<file path="src/verilog/spi_cmd_regs.vh">
`ifndef SPI_CMD_REGS_VH
`define SPI_CMD_REGS_VH

// frame layout, both directions
`define FRAME_BITS 16
`define FRAME_MSB 15
`define WR_BIT 15
`define PARITY_BIT 15
`define ADDR_MSB 14
`define ADDR_LSB 12
`define DATA_MSB 11
`define DATA_LSB 0
`define BYTE_BITS_MASK 3'h7

// register addresses
`define ADDR_DIAG 3'h0
`define ADDR_CFG0 3'h1
`define ADDR_CFG1 3'h2
`define ADDR_CFG2 3'h3
`define ADDR_CFG3 3'h4
`define ADDR_CMD 3'h7

// command encodings at the command address
`define SHORT_DIAG_STATUS_CMD 12'h3C5
`define STATUS_FEEDBACK_CMD 12'h3CA

// reset values
`define CFG_RESET 12'h000
`define RESP_ADDR_RESET 3'h7

// response source selector
`define RESP_REG 2'h0
`define RESP_SDIAG 2'h1
`define RESP_FEEDBACK 2'h2

// core clock: stands in for the internal oscillator
`define OSC_FREQ_KHZ 500
`define CORE_FREQ_KHZ 100000

`endif

</file>
<file path="src/verilog/sync_two_ff.v">
`timescale 1ns/100ps
module sync_two_ff #(
  parameter RESET_VAL = 1'b0
) (
  // clock and reset
  input wire i_mclk,
  input wire i_arst_n,
  // level in and out
  input wire i_async,
  output reg o_sync
);

  reg stage1;

  always @(posedge i_mclk or negedge i_arst_n)
  begin
    if (!i_arst_n)
    begin
      stage1 <= RESET_VAL;
      o_sync <= RESET_VAL;
    end
    else
    begin
      stage1 <= i_async;
      o_sync <= stage1;
    end
  end

endmodule

</file>
<file path="src/verilog/response_word.v">
`timescale 1ns/100ps
`include "spi_cmd_regs.vh"
module response_word (
  // fields
  input wire [2:0] i_addr,
  input wire [11:0] i_data,
  // assembled frame
  output wire [15:0] o_word
);

  wire response_parity;

  // odd count of ones over address and data gives 1
  assign response_parity = ^{i_addr, i_data};
  assign o_word = {response_parity, i_addr, i_data};

endmodule

</file>
<file path="src/verilog/spi_slave_command_port.v">
// Functional notes
// transfers only accepted while chip select is low; else clock, input ignored.
// serial output high impedance while chip select is high.
// falling chip select loads the response word into the shift register.
// rising chip select decodes only on a nonzero multiple of eight clocks.
// input sampled on falling serial clock, output changes on rising edge.
// master keeps serial clock low whenever chip select changes.
// both directions shift most significant bit first.
// first output bit at chip select fall, next ones after rising clocks.
// acts as a sixteen bit stage in a daisy chain.
// master shifts N times sixteen bits for N chained devices.
// input frame: write flag bit 15, address 14:12, data 11:0.
// write updates the register only at the frame-ending chip select rise.
// after a write the next frame returns the written register.
// read returns the register contents in the following frame.
// read takes two frames; second frame may carry a new command.
// output frame: parity bit 15, address 14:12, data 11:0.
// parity is 1 for odd ones in address and data, else 0.
// first response after reset is the short diagnosis status word.
// internal logic runs from the core oscillator clock.
// discarded short frames set a readable communication error.
// registers return to defaults on reset only.
// unknown command patterns are ignored and flag a communication error.
`timescale 1ns/100ps
`include "spi_cmd_regs.vh"
module spi_slave_command_port (
  // core clock and reset
  input wire i_mclk,
  input wire i_arst_n,
  // serial link
  input wire i_cs_n,
  input wire i_sclk,
  input wire i_si,
  output reg o_so,
  output reg o_so_oe,
  // device state seen by software
  input wire [11:0] i_diag,
  // configuration registers
  output reg [11:0] o_cfg0,
  output reg [11:0] o_cfg1,
  output reg [11:0] o_cfg2,
  output reg [11:0] o_cfg3,
  // error indication
  output reg o_comm_err
);

  // synchronised pins
  wire cs_n_s;
  wire sclk_s;
  wire si_s;
  reg cs_n_d;
  reg sclk_d;

  // edge events
  wire cs_fall;
  wire cs_rise;
  wire selected;
  wire sclk_rise;
  wire sclk_fall;

  // shift path and bit counting
  reg [15:0] shreg;
  reg [2:0] bit_mod8;
  reg any_bits;
  reg [15:0] next_shreg;
  reg [2:0] next_bit_mod8;
  reg next_any_bits;
  reg next_so;
  reg next_so_oe;

  // pending response description
  reg [1:0] resp_kind;
  reg [2:0] resp_addr;
  reg [1:0] next_resp_kind;
  reg [2:0] next_resp_addr;

  // sticky error flags
  reg frame_err;
  reg cmd_err;
  reg next_frame_err;
  reg next_cmd_err;

  // register writes
  reg [11:0] next_cfg0;
  reg [11:0] next_cfg1;
  reg [11:0] next_cfg2;
  reg [11:0] next_cfg3;

  // decode of the received frame
  wire frame_ok;
  wire rx_wr;
  wire [2:0] rx_addr;
  wire [11:0] rx_data;

  // response assembly
  reg [11:0] resp_data;
  wire [15:0] resp_word;

  // the core clock must run well above the link clock for edge finding
  sync_two_ff #(
    .RESET_VAL(1'b1)
  ) u_sync_cs (
    .i_mclk(i_mclk),
    .i_arst_n(i_arst_n),
    .i_async(i_cs_n),
    .o_sync(cs_n_s)
  );

  sync_two_ff #(
    .RESET_VAL(1'b0)
  ) u_sync_sclk (
    .i_mclk(i_mclk),
    .i_arst_n(i_arst_n),
    .i_async(i_sclk),
    .o_sync(sclk_s)
  );

  // same delay as the clock, so data lines up with its edge
  sync_two_ff #(
    .RESET_VAL(1'b0)
  ) u_sync_si (
    .i_mclk(i_mclk),
    .i_arst_n(i_arst_n),
    .i_async(i_si),
    .o_sync(si_s)
  );

  always @(posedge i_mclk or negedge i_arst_n)
  begin
    if (!i_arst_n)
    begin
      cs_n_d <= 1'b1;
      sclk_d <= 1'b0;
    end
    else
    begin
      cs_n_d <= cs_n_s;
      sclk_d <= sclk_s;
    end
  end

  assign cs_fall = cs_n_d & ~cs_n_s;
  assign cs_rise = ~cs_n_d & cs_n_s;
  // clock edges only count inside a frame
  assign selected = ~cs_n_s & ~cs_n_d;
  // a clock held low around select edges never fakes an edge here
  assign sclk_rise = selected & sclk_s & ~sclk_d;
  assign sclk_fall = selected & ~sclk_s & sclk_d;

  // last sixteen bits received are this device's frame
  assign rx_wr = shreg[`WR_BIT];
  assign rx_addr = shreg[`ADDR_MSB:`ADDR_LSB];
  assign rx_data = shreg[`DATA_MSB:`DATA_LSB];
  assign frame_ok = any_bits & (bit_mod8 == 3'h0);

  // data of the pending response, taken live at frame start
  always @*
  begin
    resp_data = 12'h000;
    case (resp_kind)
      `RESP_REG:
      begin
        case (resp_addr)
          `ADDR_CFG0: resp_data = o_cfg0;
          `ADDR_CFG1: resp_data = o_cfg1;
          `ADDR_CFG2: resp_data = o_cfg2;
          `ADDR_CFG3: resp_data = o_cfg3;
          default: resp_data = 12'h000;
        endcase
      end
      `RESP_SDIAG: resp_data = i_diag;
      `RESP_FEEDBACK: resp_data = {10'h000, frame_err, cmd_err};
      default: resp_data = 12'h000;
    endcase
  end

  response_word u_resp (
    .i_addr(resp_addr),
    .i_data(resp_data),
    .o_word(resp_word)
  );

  // shift path, counter and output pin
  always @*
  begin
    next_shreg = shreg;
    next_bit_mod8 = bit_mod8;
    next_any_bits = any_bits;
    next_so = o_so;
    next_so_oe = ~cs_n_s;
    if (cs_fall)
    begin
      next_shreg = resp_word;
      next_so = resp_word[`FRAME_MSB];
      next_bit_mod8 = 3'h0;
      next_any_bits = 1'b0;
    end
    else if (sclk_fall)
    begin
      // one register does both directions: a chained bit leaves
      // sixteen clocks after it arrived
      next_shreg = {shreg[14:0], si_s};
      next_bit_mod8 = (bit_mod8 + 3'h1) & `BYTE_BITS_MASK;
      next_any_bits = 1'b1;
    end
    else if (sclk_rise)
    begin
      next_so = shreg[`FRAME_MSB];
    end
  end

  // frame decode at the rising select edge
  always @*
  begin
    next_cfg0 = o_cfg0;
    next_cfg1 = o_cfg1;
    next_cfg2 = o_cfg2;
    next_cfg3 = o_cfg3;
    next_resp_kind = resp_kind;
    next_resp_addr = resp_addr;
    next_frame_err = frame_err;
    next_cmd_err = cmd_err;
    // flags are read out, then cleared, as the feedback frame starts
    if (cs_fall && resp_kind == `RESP_FEEDBACK)
    begin
      next_frame_err = 1'b0;
      next_cmd_err = 1'b0;
    end
    if (cs_rise)
    begin
      if (!frame_ok)
      begin
        // frame dropped, previous response stays pending
        next_frame_err = 1'b1;
      end
      else if (rx_addr == `ADDR_CMD)
      begin
        if (!rx_wr && rx_data == `SHORT_DIAG_STATUS_CMD)
        begin
          next_resp_kind = `RESP_SDIAG;
          next_resp_addr = `ADDR_CMD;
        end
        else if (!rx_wr && rx_data == `STATUS_FEEDBACK_CMD)
        begin
          next_resp_kind = `RESP_FEEDBACK;
          next_resp_addr = `ADDR_CMD;
        end
        else
        begin
          next_cmd_err = 1'b1;
        end
      end
      else if (rx_addr == `ADDR_DIAG)
      begin
        if (rx_wr)
        begin
          next_cmd_err = 1'b1;
        end
        else
        begin
          next_resp_kind = `RESP_SDIAG;
          next_resp_addr = `ADDR_DIAG;
        end
      end
      else if (rx_addr >= `ADDR_CFG0 && rx_addr <= `ADDR_CFG3)
      begin
        if (rx_wr)
        begin
          case (rx_addr)
            `ADDR_CFG0: next_cfg0 = rx_data;
            `ADDR_CFG1: next_cfg1 = rx_data;
            `ADDR_CFG2: next_cfg2 = rx_data;
            `ADDR_CFG3: next_cfg3 = rx_data;
            default: next_cfg0 = o_cfg0;
          endcase
        end
        // write or read: next frame shows this register
        next_resp_kind = `RESP_REG;
        next_resp_addr = rx_addr;
      end
      else
      begin
        next_cmd_err = 1'b1;
      end
    end
  end

  // link side state
  always @(posedge i_mclk or negedge i_arst_n)
  begin
    if (!i_arst_n)
    begin
      shreg <= 16'h0000;
      bit_mod8 <= 3'h0;
      any_bits <= 1'b0;
      o_so <= 1'b0;
      o_so_oe <= 1'b0;
    end
    else
    begin
      // runs on the core clock in place of the internal oscillator
      shreg <= next_shreg;
      bit_mod8 <= next_bit_mod8;
      any_bits <= next_any_bits;
      o_so <= next_so;
      o_so_oe <= next_so_oe;
    end
  end

  // only the reset pin clears state; enable has no say here
  always @(posedge i_mclk or negedge i_arst_n)
  begin
    if (!i_arst_n)
    begin
      o_cfg0 <= `CFG_RESET;
      o_cfg1 <= `CFG_RESET;
      o_cfg2 <= `CFG_RESET;
      o_cfg3 <= `CFG_RESET;
    end
    else
    begin
      o_cfg0 <= next_cfg0;
      o_cfg1 <= next_cfg1;
      o_cfg2 <= next_cfg2;
      o_cfg3 <= next_cfg3;
    end
  end

  // pending response and error flags
  always @(posedge i_mclk or negedge i_arst_n)
  begin
    if (!i_arst_n)
    begin
      resp_kind <= `RESP_SDIAG;
      resp_addr <= `RESP_ADDR_RESET;
      frame_err <= 1'b0;
      cmd_err <= 1'b0;
      o_comm_err <= 1'b0;
    end
    else
    begin
      // a read frame also executes its own command while sending data
      resp_kind <= next_resp_kind;
      resp_addr <= next_resp_addr;
      frame_err <= next_frame_err;
      cmd_err <= next_cmd_err;
      o_comm_err <= next_frame_err | next_cmd_err;
    end
  end

endmodule

</file>
<file path="config.mk">
export PLATFORM = sky130hd
export DESIGN_NAME = spi_slave_command_port
export DESIGN_NICKNAME = d
export VERILOG_FILES = /design/src/verilog/sync_two_ff.v /design/src/verilog/response_word.v /design/src/verilog/spi_slave_command_port.v
export VERILOG_INCLUDE_DIRS = /design/src /design/src/verilog
export SDC_FILE = /design/constraint.sdc
export NUM_CORES = 1
export LEC_CHECK = 0
export BUFFER_PORTS_ARGS = -buffer_cell sky130_fd_sc_hd__buf_2
export CORE_MARGIN = 5
export CORE_UTILIZATION = 25
export DETAILED_ROUTE_END_ITERATION = 16
export GPL_TIMING_DRIVEN = 0
export PLACE_DENSITY = 0.39
export SLEW_MARGIN = 20
export SYNTH_ARGS = -nofsm -noshare
export SYNTH_HDL_FRONTEND = slang
export SYNTH_SLANG_ARGS = --single-unit
</file>
<file path="constraint.sdc">
create_clock -name i_mclk -period 3.6 [get_ports i_mclk]
set_clock_uncertainty 0.15 [all_clocks]
set_input_delay 0.72 -clock i_mclk [delete_from_list [all_inputs] [get_ports i_mclk]]
set_output_delay 0.72 -clock i_mclk [all_outputs]
set_load 0.005 [all_outputs]
</file>
# Word-level counts from Yosys, hierarchy flattened
# Index checks and enable logic that the tools add are counted.
# totals
reg_bits	86
input_bits	17
output_inout_bits	51
# classes
addsub	1
order_cmp	2
n_eq_ne	16
n_mux	35
bitwise	15
n_reduce_logical	18
# ops
operator	count
case mux 12 bit (4 select lines)	1
case mux 12 bit (3 select lines)	1
2-to-1 mux 16 bit	2
AND reduction 7 bit	4
equality test 12 x 10 -> 1 bit, second input constant	2
2-to-1 mux 3 bit	8
2-to-1 mux 1 bit	17
parity 15 bit	1
equality test 3 x 2 -> 1 bit, second input constant	4
2-to-1 mux 2 bit	6
equality test 3 bit, second input constant	3
AND 1 bit	8
equality test 3 x 1 -> 1 bit, second input constant	2
logical NOT 3 bit	2
inverter 1 bit	6
AND reduction 5 bit	1
logical AND 1 bit	4
nonzero test 2 bit	2
adder 3 x 1 -> 3 bit, second input constant	1
greater-or-equal comparator 3 x 1 -> 1 bit, second input constant	1
less-or-equal comparator 3 bit, second input constant	1
inequality test 3 x 1 -> 1 bit, second input constant	1
inequality test 3 bit, second input constant	1
nonzero test 3 bit	1
7 further kinds	7

# Logic depth before layout (Yosys ltp)
# Gate-level depths: netlist of the first run.
# logic_depth
word_depth	10
depth_mapped	11
ltp_nobuf	10

# By module
# A second synthesis of the first run with hierarchy kept.
# unflattened
hier_cells	375
hier_area_um2	4331.7
# modules_own_cells
mod	instances	cells_per_inst	area_per_inst_um2	seq_area_each_um2
spi_slave_command_port	1	342	3921.3	2008.2
response_word	1	27	257.7	0.0
sync_two_ff at u_sync_sclk ...	2	2	50.0	50.0
sync_two_ff at u_sync_cs	1	2	52.6	52.6

# Least setup slack after synthesis of the first run
# Ideal clock, no wire load.
# synth_path
path_type	reg-to-reg
startpoint	register resp_addr[0]
endpoint	register o_so
setup_time_ps	142
t_arrival_ps	2730
t_required_ps	3308
slack_ps	577
stages_incl_launch_ff	12
n_path_buf	1
period_less_slack_ps	3023
cell_sequence	dfstp_2 -> inv_1 -> ha_1 -> or4_4 -> and3_1 -> buf_6 -> a22oi_2 -> xnor2_1 -> xnor2_1 -> xnor3_1 -> xnor2_1 -> o221ai_1
# synth_via
elab_chain_len	5
elab_cells_between_ends	8
classes_between	eq/ne: 4; mux: 3; reduce/logical: 1
# synth_rtl
element	line	source
start: declaration	spi_slave_command_port.v:73	reg [2:0] resp_addr;
start signal: assignment	spi_slave_command_port.v:335	resp_addr <= `RESP_ADDR_RESET;
start signal: assignment	spi_slave_command_port.v:344	resp_addr <= next_resp_addr;
equality test 3 bit (tied with other cells)	spi_slave_command_port.v:163	case (resp_addr)
case mux 12 bit (4 select lines)	spi_slave_command_port.v:163	
case mux 12 bit (3 select lines)	spi_slave_command_port.v:160	case (resp_kind)
parity 15 bit *	response_word.v:14	assign response_parity = ^{i_addr, i_data};
2-to-1 mux 1 bit *	spi_slave_command_port.v:191	if (cs_fall)
end signal: assignment	spi_slave_command_port.v:305	o_so <= next_so;
end: declaration	spi_slave_command_port.v:34	output reg o_so,
# Every way passes the cells marked *; elsewhere a longest branch is shown, timed or not.
# A chain may end at the register's enable or synchronous reset.

# Worst setup path in the final report of the first run
# Same ends and word-level chain as after synthesis.

==> results of run 1 <==
[metrics by stage]
step / TNS [ns] / total power (W) / util / cells / hold slack [ns]
6_report: 0 / 0.00282 / 0.310 / 664 / 0.0758
3_3_place_gp: -0.120 / 0.00192 / 0.291 / 647 / 0.196
4_1_cts: 0 / 0.00282 / 0.309 / 664 / 0.0696
3_5_place_dp: -0.0775 / 0.00193 / 0.293 / 648 / 0.189
2_1_floorplan: 0 / 0.00167 / - / 360 / 0.181
5_1_grt: 0 / 0.00298 / 0.310 / 664 / 0.0823
[final cells by class]
type                            instances  share of cell area
Buffer                                 25              0.0229
Clock buffer                           14              0.0496
Clock inverter                          2             0.00244
Inverter                                9             0.00659
Multi-Input combinational cell        240               0.371
Sequential cell                        86               0.422
Tap cell                              220              0.0537
Timing Repair Buffer                   68              0.0720
[final timing paths]
| check | from | to | slack [ns] | cells after the start |
|---|---|---|---|---|
| min in group i_mclk | u_sync_si.stage1 | u_sync_si.o_sync | 0.20 | 0 |
| min reg2reg | u_sync_si.stage1 | u_sync_si.o_sync | 0.20 | 0 |
| max in group asynchronous | i_arst_n | resp_addr[2] | 2.60 | 2 |
| max reg2reg | resp_addr[0] | o_so | 0.22 | 11 |
| max | resp_addr[0] | o_so | 0.22 | 11 |
| min | i_arst_n | o_so_oe | 0.08 | 1 |
[repair_timing]
item,4_1_cts,5_1_grt
gates resized for setup,1,10
setup endpoints to repair,2,2
pin swaps,0,1
[state kept, by name, indices dropped and copies added (netlist names)]
name                count
u_sync_cs.stage1        1
bit_mod8                3
o_cfg3                 12
o_comm_err              1
sclk_d                  1
resp_kind               2
o_cfg1                 12
u_sync_sclk.stage1      1
u_sync_si.stage1        1
o_cfg2                 12
u_sync_sclk.o_sync      1
o_cfg0                 12
resp_addr               3
cmd_err                 1
frame_err               1
shreg                  16
any_bits                1
u_sync_cs.o_sync        1
cs_n_d                  1
o_so                    1
u_sync_si.o_sync        1
o_so_oe                 1
[power groups by stage]
stage | registers, W | clock network (W) | logic (W)
final | 0.00122 | 0.000871 | 0.000730
after global routing | 0.00124 | 0.000939 | 0.000801
after detailed placement | 0.00124 | 0 | 0.000692
after floorplan | 0.00117 | 0 | 0.000493
after global placement | 0.00123 | 0 | 0.000689
after CTS | 0.00122 | 0.000900 | 0.000698
[routing by layer]
metal,GRT usage,vias to the layer above,part of all wire
met4,0.0612,0,0.027
li1,-,1489,-
met3,0.0329,21,0.053
met5,0,-,0
met1,0.206,1604,0.49
met2,0.202,85,0.43
[cells in the final DEF, fill, tap and decap left out, types with 5 or more instances in the layout]
| cell type | instances |
|---|---|
| a222oi_1 | 8 |
| mux2i_1 | 9 |
| clkbuf_16 | 9 |
| buf_2 | 67 |
| o221ai_1 | 10 |
| nor2b_1 | 7 |
| dfstp_2 | 7 |
| nand3_1 | 11 |
| a22oi_1 | 14 |
| nand2_1 | 24 |
| ha_1 | 6 |
| mux2_2 | 52 |
| dfrtp_1 | 79 |
| a21oi_1 | 7 |
| inv_1 | 9 |
| o21ai_0 | 21 |
| nor3_1 | 6 |
| clkbuf_1 | 18 |
| nor2_1 | 12 |
| xor2_1 | 5 |
[kinds of logic (layout without fill, tap and decap cells)]
family | count (synthesis) | in the layout
adder cells (fa/ha/maj) | 6 | 6
AND/OR/NAND/NOR | 80 | 80
buffers and inverters | 34 | 118
flip-flops | 86 | 86
XOR/XNOR | 11 | 11
AO/OA/AOI/OAI | 82 | 82
multiplexers | 61 | 61
==> results.txt, run 1 <==
Setup repair after global routing missed its margin - no
Count of cell types in the netlist - 46
Mux share of post-synthesis cell area - 0.161
Cells along the critical path - inv_1, ha_1, or4_4, and3_1, buf_6, a22oi_2, xnor2_1, xnor2_1, xnor3_1, xnor2_2, o221ai_1
Startpoint types - register
Post-CTS Setup Bufs - 0
Antenna Nets Post-Route - 0
Area fraction of the dominant cell type after synthesis - 0.471
Vias in the first global route - 3482
Tmin final - 3.38 ns
# IOs - 68
Worst EP required - 3.65 ns
Port Buffer Count - 67
Largest net degree at the start of global routing - 66
Synth Net Count - 383
Period utilization - 0.940
GP Congestion - 0.789
Initial antenna violation count - 0
Clock-pin slew on the worst setup and hold paths - 0.07 ns
Leading area contributor after synthesis - dfrtp_1
Buf+Inv Stages, Crit Path - 2
Post-synth EDFFs - 0
Max-slew violations - 0
Die W - 140 microns
Post-synthesis simple-gate area fraction - 0.0984
Crit-path max FO - 9
Row count - 47
Post-DP HPWL - 9440 microns
Iter 0 DRT Violations - 207
Hold Violations, Final - 0
CTS HTree Levels - 3
Synth Area in XOR/XNOR - 0.0262
Final worst setup slack - 0.216 ns
Sw Share - 0.328
TritonCTS buffer count - 9
Via density - 4.82
Element type at the critical path end - register
Drt pass-1 iters - 4
Comb pwr share - 0.259
ANT cells - 0
First-pass GRT wire length - 21300 microns
Crit path kind - register to register
Hold buffer count at cts - 0
Synth Warn # - 0
Dpl ws - -0.0467 ns
Syn-to-layout area delta - 22.2%
Register area - 2160 sq um
Most frequent cell after synthesis - dfrtp_1
Hold Path Class - input pin to asynchronous set/reset pin
Peak VDD IR - 0.234 mV
Post-Synth Adder-Cell Area - 0.0179
Post-Syn Instances - 360
Synth cell count leaders - 79 x dfrtp_1, 52 x mux2_2, 24 x nand2_1, 22 x o21ai_0, 17 x clkbuf_1
Fraction of layout cells with a size suffix above 1 - 0.349
Layout Nets - 462
Cell area after synthesis - 4200 sq um
Post-DP Area - 4840 sq um
Die Y - 140 microns
Max Freq - 0.296 GHz
Filler Cell Count - 1711
Sequential Power Share - 0.432
CTS tree - done
WL final - 13300 microns
Clk root buf - clkbuf_16
Async set-or-reset flop fraction in the synthesized netlist - 1.00
Clock Power Share - 0.309
Top post-synthesis cells by area - dfrtp_1 47%, mux2_2 14%, dfstp_2 4.4%
Starting density of the core - 0.254
Compound-gate portion of the synthesized area - 0.146
Most frequent CP cell - xnor2_1
Post-synthesis sequential area ratio - 0.515
Critical path's top delay family - XOR/XNOR gates
Bufs on Longest Clock Path - 2
Largest family of logic cells by synthesized area - multiplexers
Static leakage - 2.41 nW
Final Cell Area - 5120 sq um
Int Pwr - 0.00189 W
Routed WL per cell - 20.0 microns
Most used DFF post-synth - dfrtp_1
Core Area - 16500 sq um
Slowest CP cell - dfstp_2
Status - finished, final reports clean
Clk_lat worst skew - 0.35 ns
Slew at the pin with the worst max-slew slack - 0.960 ns
Total GRT Usage - 0.142
Relative slew margins - 0.360
Final setup violation count - 0
Avg Inst Size Synth - 11.7 sq um
Switch Pwr - 0.000924 W
CTS Sinks - 86
Remaining routing DRC violations - 0
Pwr Density - 550 nW/um^2
Max incr delay on CP - 0.54 ns
Multi-input gate area - 1900 sq um
Crit path DAT - 3.43 ns
Seq cells post-synth - 86
Max-Cap Viols - 0
Global route overflow - 0
Die Area - 19500 sq um
Routed vias - 3199
Power figures use the tool's default switching activity.
==> inputs of run 2 (changes only) <==
MAX_ROUTING_LAYER = met4   (was default)
==> run 2 against run 1 <==
Effect of this change: die area unchanged; sequential cell count unchanged; global-route usage up 0.42 points; routed wire length down 0.20%; core utilization unchanged; sequential power about the same; first-iteration DRC count up 0.97%; maximum frequency up 0.11%; sequential share of layout area unchanged; critical path type unchanged; largest cell class unchanged.
==> results.txt, run 2 (synthesized netlist as in run 1, its figures left out) <==
Clock Power Share - 0.309 (about the same)
Remaining routing DRC violations - 0 (unchanged)
Slew at the pin with the worst max-slew slack - 0.982 ns (was 0.960 ns)
CTS tree - done (unchanged)
Worst EP required - 3.64 ns (was 3.65 ns)
Period utilization - 0.939 (was 0.940)
Tmin final - 3.38 ns (about the same)
Initial antenna violation count - 0 (unchanged)
Most frequent cells in the layout - 79 x dfrtp_1, 67 x buf_2, 52 x mux2_2 (unchanged)
Sequential Power Share - 0.432 (about the same)
Status - finished, final reports clean (unchanged)
Crit-path max FO - 9 (unchanged)
Max-Cap Viols - 0 (unchanged)
Max-slew violations - 0 (unchanged)
Relative slew margins - 0.346 (was 0.360)
Starting density of the core - 0.254 (unchanged)
Post-DP Area - 4840 sq um (unchanged)
Hold Path Class - input pin to asynchronous set/reset pin (unchanged)
Max Freq - 0.296 GHz (about the same)
Final cell count without fillers - 664 (unchanged)
Clk_lat worst skew - 0.34 ns (was 0.35 ns)
TritonCTS buffer count - 9 (unchanged)
Hold Violations, Final - 0 (unchanged)
WL final - 13300 microns (about the same)
Iter 0 DRT Violations - 209 (was 207)
Filler Cell Count - 1711 (unchanged)
Final Cell Area - 5120 sq um (unchanged)
Crit path kind - register to register (unchanged)
Die Area - 19500 sq um (unchanged)
Total GRT Usage - 0.146 (was 0.142)
Clk root buf - clkbuf_16 (unchanged)
Vias in the first global route - 3485 (was 3482)
Largest reg by FF count - shreg (unchanged)
Port Buffer Count - 67 (unchanged)
CTS Sinks - 86 (unchanged)
GP Congestion - 0.800 (was 0.789)
Via density - 4.83 (was 4.82)
Switch Pwr - 0.000920 W (was 0.000924 W)
Bufs on Longest Clock Path - 2 (unchanged)
Int Pwr - 0.00189 W (about the same)
Crit path DAT - 3.42 ns (was 3.43 ns)
Util after Layout - 0.310 (unchanged)
Antenna Nets Post-Route - 0 (unchanged)
Syn-to-layout area delta - 22.2% (unchanged)
Post-DP HPWL - 9440 microns (unchanged)
Layout Nets - 462 (unchanged)
Final setup violation count - 0 (unchanged)
Peak VDD IR - 0.231 mV (was 0.234 mV)
CTS HTree Levels - 3 (unchanged)
Element type at the critical path end - register (unchanged)
Sw Share - 0.327 (was 0.328)
# IOs - 68 (unchanged)
Die Y - 140 microns (unchanged)
Global route overflow - 0 (unchanged)
Commonest non-fill, non-tap cell in the layout - dfrtp_1 (unchanged)
Static leakage - 2.41 nW (unchanged)
Clock-pin slew on the worst setup and hold paths - 0.07 ns (about the same)
Pwr Density - 549 nW/um^2 (was 550 nW/um^2)
Placed Cells - 648 (unchanged)
Setup TNS - 0 ns (unchanged)
Routed WL per cell - 20.0 microns (about the same)
Hold buffer count at cts - 0 (unchanged)
First-pass GRT wire length - 21300 microns (about the same)
Core Area - 16500 sq um (unchanged)
Die W - 140 microns (unchanged)
ANT cells - 0 (unchanged)
Routed vias - 3208 (was 3199)
Post-CTS Setup Bufs - 0 (unchanged)
Row count - 47 (unchanged)
Hold slack final - 0.0791 ns (was 0.0758 ns)
Startpoint types - register (unchanged)
Setup repair after global routing missed its margin - no (unchanged)
Fraction of layout cells with a size suffix above 1 - 0.349 (unchanged)
Comb pwr share - 0.259 (about the same)
Drt pass-1 iters - 5 (was 4)
Max reg flops - 16 (unchanged)
Largest net degree at the start of global routing - 66 (unchanged)
-- run 2: critical path, stage by stage (launching register included) --
cell      delay, ns
dfstp_2        0.54
inv_1          0.08
ha_1           0.27
or4_4          0.51
and3_1         0.17
buf_6          0.14
a22oi_2        0.22
xnor2_1        0.17
xnor2_1        0.15
xnor3_1        0.48
xnor2_2        0.19
o221ai_1       0.13
-- run 2: area by class of cell --
type	count	area, sq um	share of cell area
Buffer	25	118	0.0229
Clock buffer	14	254	0.0496
Clock inverter	2	12.5	0.00244
Inverter	9	33.8	0.00659
Multi-Input combinational cell	240	1900	0.371
Sequential cell	86	2160	0.422
Tap cell	220	275	0.0537
Timing Repair Buffer	68	369	0.0720
-- run 2: final timing paths --
check	start	to	slack [ns]	depth (start not counted)
worst max-delay path	resp_addr[0]	o_so	0.22	11
worst min-delay path	i_arst_n	o_so_oe	0.08	1
worst max register to register	resp_addr[0]	o_so	0.22	11
worst min register to register	u_sync_si.stage1	u_sync_si.o_sync	0.20	0
max in group asynchronous	i_arst_n	resp_addr[2]	2.59	2
min in group i_mclk	u_sync_si.stage1	u_sync_si.o_sync	0.20	0
-- run 2: repair_timing --
item	4_1_cts	5_1_grt
gates resized for setup	1	10
endpoints found under the setup margin	2	2
pin swaps	0	1
-- run 2: through the flow --
stage	power, W	setup slack, ns
global placement	0.00192	-0.0688
floorplan	0.00167	0.577
finish	0.00281	0.220
global route	0.00298	0.0173
CTS	0.00282	0.0283
detailed placement	0.00193	-0.0467
-- run 2: power by group through the flow --
stage	Clock, W	Sequential, W	Combinational [W]
after floorplan	0	0.00117	0.000493
after global placement	0	0.00123	0.000689
after detailed placement	0	0.00124	0.000692
after CTS	0.000900	0.00122	0.000698
after global routing	0.000940	0.00124	0.000801
final	0.000870	0.00122	0.000728
-- run 2: routing by layer --
layer | up-vias | routed length [microns] | track usage
li1 | 1499 | - | -
met1 | 1606 | 6600 | 0.210
met4 | 0 | 342 | 0.0658
met5 | - | 0 | -
met3 | 16 | 619 | 0.0264
met2 | 87 | 5700 | 0.200
==> inputs of run 3 (changes only) <==
SETUP_SLACK_MARGIN = 0.5   (was default)
==> run 3 against run 2 <==
Effect of this change: die area unchanged; non-clock buffer count up 14; routed wire length up 1.9%; design area increased by 4.2%; maximum frequency grew 4.4%; highest routed layer unchanged; global-route usage increased by 0.19 points; via count up 3.2%; clock-buffer cell count unchanged; largest power group unchanged; sequential cell count stayed put.
==> results.txt, run 3 (synthesized netlist as in run 1, its figures left out) <==
Status - finished, final reports clean (unchanged)
Setup repair after global routing missed its margin - yes (was no)
Fraction of layout cells with a size suffix above 1 - 0.402 (was 0.349)
Port Buffer Count - 67 (unchanged)
Slew at the pin with the worst max-slew slack - 0.816 ns (was 0.982 ns)
Largest reg by FF count - shreg (unchanged)
Max reg flops - 16 (unchanged)
Tmin final - 3.24 ns (was 3.38 ns)
Relative slew margins - 0.456 (was 0.346)
Register area - 2160 sq um (unchanged)
Final Cell Area - 5340 sq um (was 5120 sq um)
CTS Sinks - 86 (unchanged)
Most frequent CP cell - xnor2_1 (unchanged)
Global route overflow - 0 (unchanged)
Crit path DAT - 3.29 ns (was 3.42 ns)
Starting density of the core - 0.254 (unchanged)
CTS tree - done (unchanged)
Element type at the critical path end - register (unchanged)
Die W - 140 microns (unchanged)
Crit path kind - register to register (unchanged)
Period utilization - 0.900 (was 0.939)
Max Freq - 0.309 GHz (was 0.296 GHz)
TritonCTS buffer count - 9 (unchanged)
Hold Path Class - input pin to asynchronous set/reset pin (unchanged)
ANT cells - 0 (unchanged)
Static leakage - 2.51 nW (was 2.41 nW)
Util after Layout - 0.323 (was 0.310)
Iter 0 DRT Violations - 189 (was 209)
Initial antenna violation count - 0 (unchanged)
Worst EP required - 3.65 ns (was 3.64 ns)
Clk root buf - clkbuf_16 (unchanged)
R2r worst-path depth - 11 (unchanged)
Most frequent cells in the layout - 79 x dfrtp_1, 70 x buf_2, 52 x mux2_2 (was 79 x dfrtp_1, 67 x buf_2, 52 x mux2_2)
WL final - 13500 microns (was 13300 microns)
Routed vias - 3312 (was 3208)
Die Y - 140 microns (unchanged)
Final cell count without fillers - 678 (was 664)
Startpoint types - register (unchanged)
Int Pwr - 0.00196 W (was 0.00189 W)
Clk_lat worst skew - 0.35 ns (was 0.34 ns)
Multi-input gate area - 1970 sq um (was 1900 sq um)
Largest net degree at the start of global routing - 66 (unchanged)
Layout Nets - 476 (was 462)
Cells along the critical path - inv_4, ha_4, or4_4, and3_4, buf_8, a22oi_2, xnor2_1, xnor2_1, xnor3_2, xnor2_2, o221ai_1 (was inv_1, ha_1, or4_4, and3_1, buf_6, a22oi_2, xnor2_1, xnor2_1, xnor3_1, xnor2_2, o221ai_1)
Total GRT Usage - 0.148 (was 0.146)
Die Area - 19500 sq um (unchanged)
Crit-path max FO - 5 (was 9)
First-pass GRT wire length - 21600 microns (was 21300 microns)
Max incr delay on CP - 0.57 ns (was 0.54 ns)
Row count - 47 (unchanged)
Sequential Power Share - 0.419 (was 0.432)
Commonest non-fill, non-tap cell in the layout - dfrtp_1 (unchanged)
R2r endpoint - shreg[15] (was o_so)
Clock Power Share - 0.300 (was 0.309)
Core Area - 16500 sq um (unchanged)
Routed WL per cell - 19.9 microns (was 20.0 microns)
GP Congestion - 0.800 (unchanged)
Max-Cap Viols - 0 (unchanged)
Reg2reg start - resp_addr[0] (unchanged)
Vias in the first global route - 3525 (was 3485)
Via density - 4.88 (was 4.83)
Drt pass-1 iters - 5 (unchanged)
Comb pwr share - 0.281 (was 0.259)
# IOs - 68 (unchanged)
Bufs on Longest Clock Path - 2 (unchanged)
Pwr Density - 545 nW/um^2 (was 549 nW/um^2)
Hold Violations, Final - 0 (unchanged)
Remaining routing DRC violations - 0 (unchanged)
Switch Pwr - 0.000953 W (was 0.000920 W)
Setup TNS - 0 ns (unchanged)
Clock-pin slew on the worst setup and hold paths - 0.07 ns (about the same)
Peak VDD IR - 0.236 mV (was 0.231 mV)
Slowest CP cell - dfstp_2 (unchanged)
Antenna Nets Post-Route - 0 (unchanged)
Syn-to-layout area delta - 27.3% (was 22.2%)
Filler Cell Count - 1685 (was 1711)
Reg-to-reg slack, setup - 0.36 ns (was 0.22 ns)
Sw Share - 0.328 (was 0.327)
CTS HTree Levels - 3 (unchanged)
Post-DP HPWL - 9440 microns (unchanged)
Placed Cells - 648 (unchanged)
Post-DP Area - 4840 sq um (unchanged)
Max-slew violations - 0 (unchanged)
Final setup violation count - 0 (unchanged)
## run 3: changes by cell type in the layout (fill, tap and decap cells not counted), moves of 2 or more
cell,change
inv_4,+2
a22oi_1,-3
buf_2,+3
a22oi_2,+3
buf_4,+13
ha_4,+2
inv_1,-2
ha_1,-2
buf_1,-3
## run 3: per-layer routing
layer | track usage | part of all wire | wire length (microns)
met5 | - | 0 | 0
met1 | 0.212 | 0.50 | 6780
met2 | 0.204 | 0.43 | 5850
met4 | 0.0658 | 0.027 | 359
met3 | 0.0264 | 0.039 | 526
## run 3: how the worst max path moves through the flow
| stage | start | end | slack [ns] | cells after the start |
|---|---|---|---|---|
| 2_1_floorplan | resp_addr[0] | o_so | 0.58 | 11 |
| 3_3_place_gp | resp_addr[0] | o_so | -0.07 | 11 |
| 3_5_place_dp | resp_addr[0] | o_so | -0.05 | 11 |
| 4_1_cts | resp_addr[1] | o_so | 0.36 | 11 |
| 5_1_grt | resp_addr[0] | shreg[15] | 0.28 | 11 |
| 6_report | resp_addr[0] | shreg[15] | 0.36 | 11 |
## run 3: timing repair
item                       4_1_cts  5_1_grt
setup buffers                    7        6
hold endpoints to repair         0        0
pin swaps                        9       13
setup endpoints to repair       12       22
hold buffers                     0        0
gates resized for setup         22       14
gates cloned                     1        0
## run 3: power by group through the flow
stage	Clock, W	Combinational [W]	Sequential [W]
after global placement	0	0.000689	0.00123
final	0.000872	0.000818	0.00122
after CTS	0.000900	0.000773	0.00122
after floorplan	0	0.000493	0.00117
after global routing	0.000940	0.000890	0.00124
after detailed placement	0	0.000692	0.00124
## run 3: worst max-delay path: cells and delay by family (launching register included)
kind	cells	cell delay, ns
buffers and inverters	2	0.19
XOR/XNOR	4	1.00
AND/OR/NAND/NOR	2	0.67
flip-flops	1	0.57
adder cells (fa/ha/maj)	1	0.17
AO/OA/AOI/OAI	2	0.32
## run 3: stage by stage
step                      hold slack (ns)  power (W)  setup slack (ns)
final                              0.0780    0.00291             0.361
after global routing               0.0838    0.00307             0.276
after CTS                          0.0696    0.00289             0.363
after detailed placement            0.189    0.00193           -0.0467
after global placement              0.196    0.00192           -0.0688
after floorplan                     0.181    0.00167             0.577
## run 3: cell type report
type	instances	area share
plain buffers	25	0.0241
clock buffers	14	0.0476
clock inverters	2	0.00234
inverters	9	0.00727
multi-input cells	240	0.370
flip-flops and latches	86	0.405
well taps	220	0.0516
repair buffers	82	0.0926
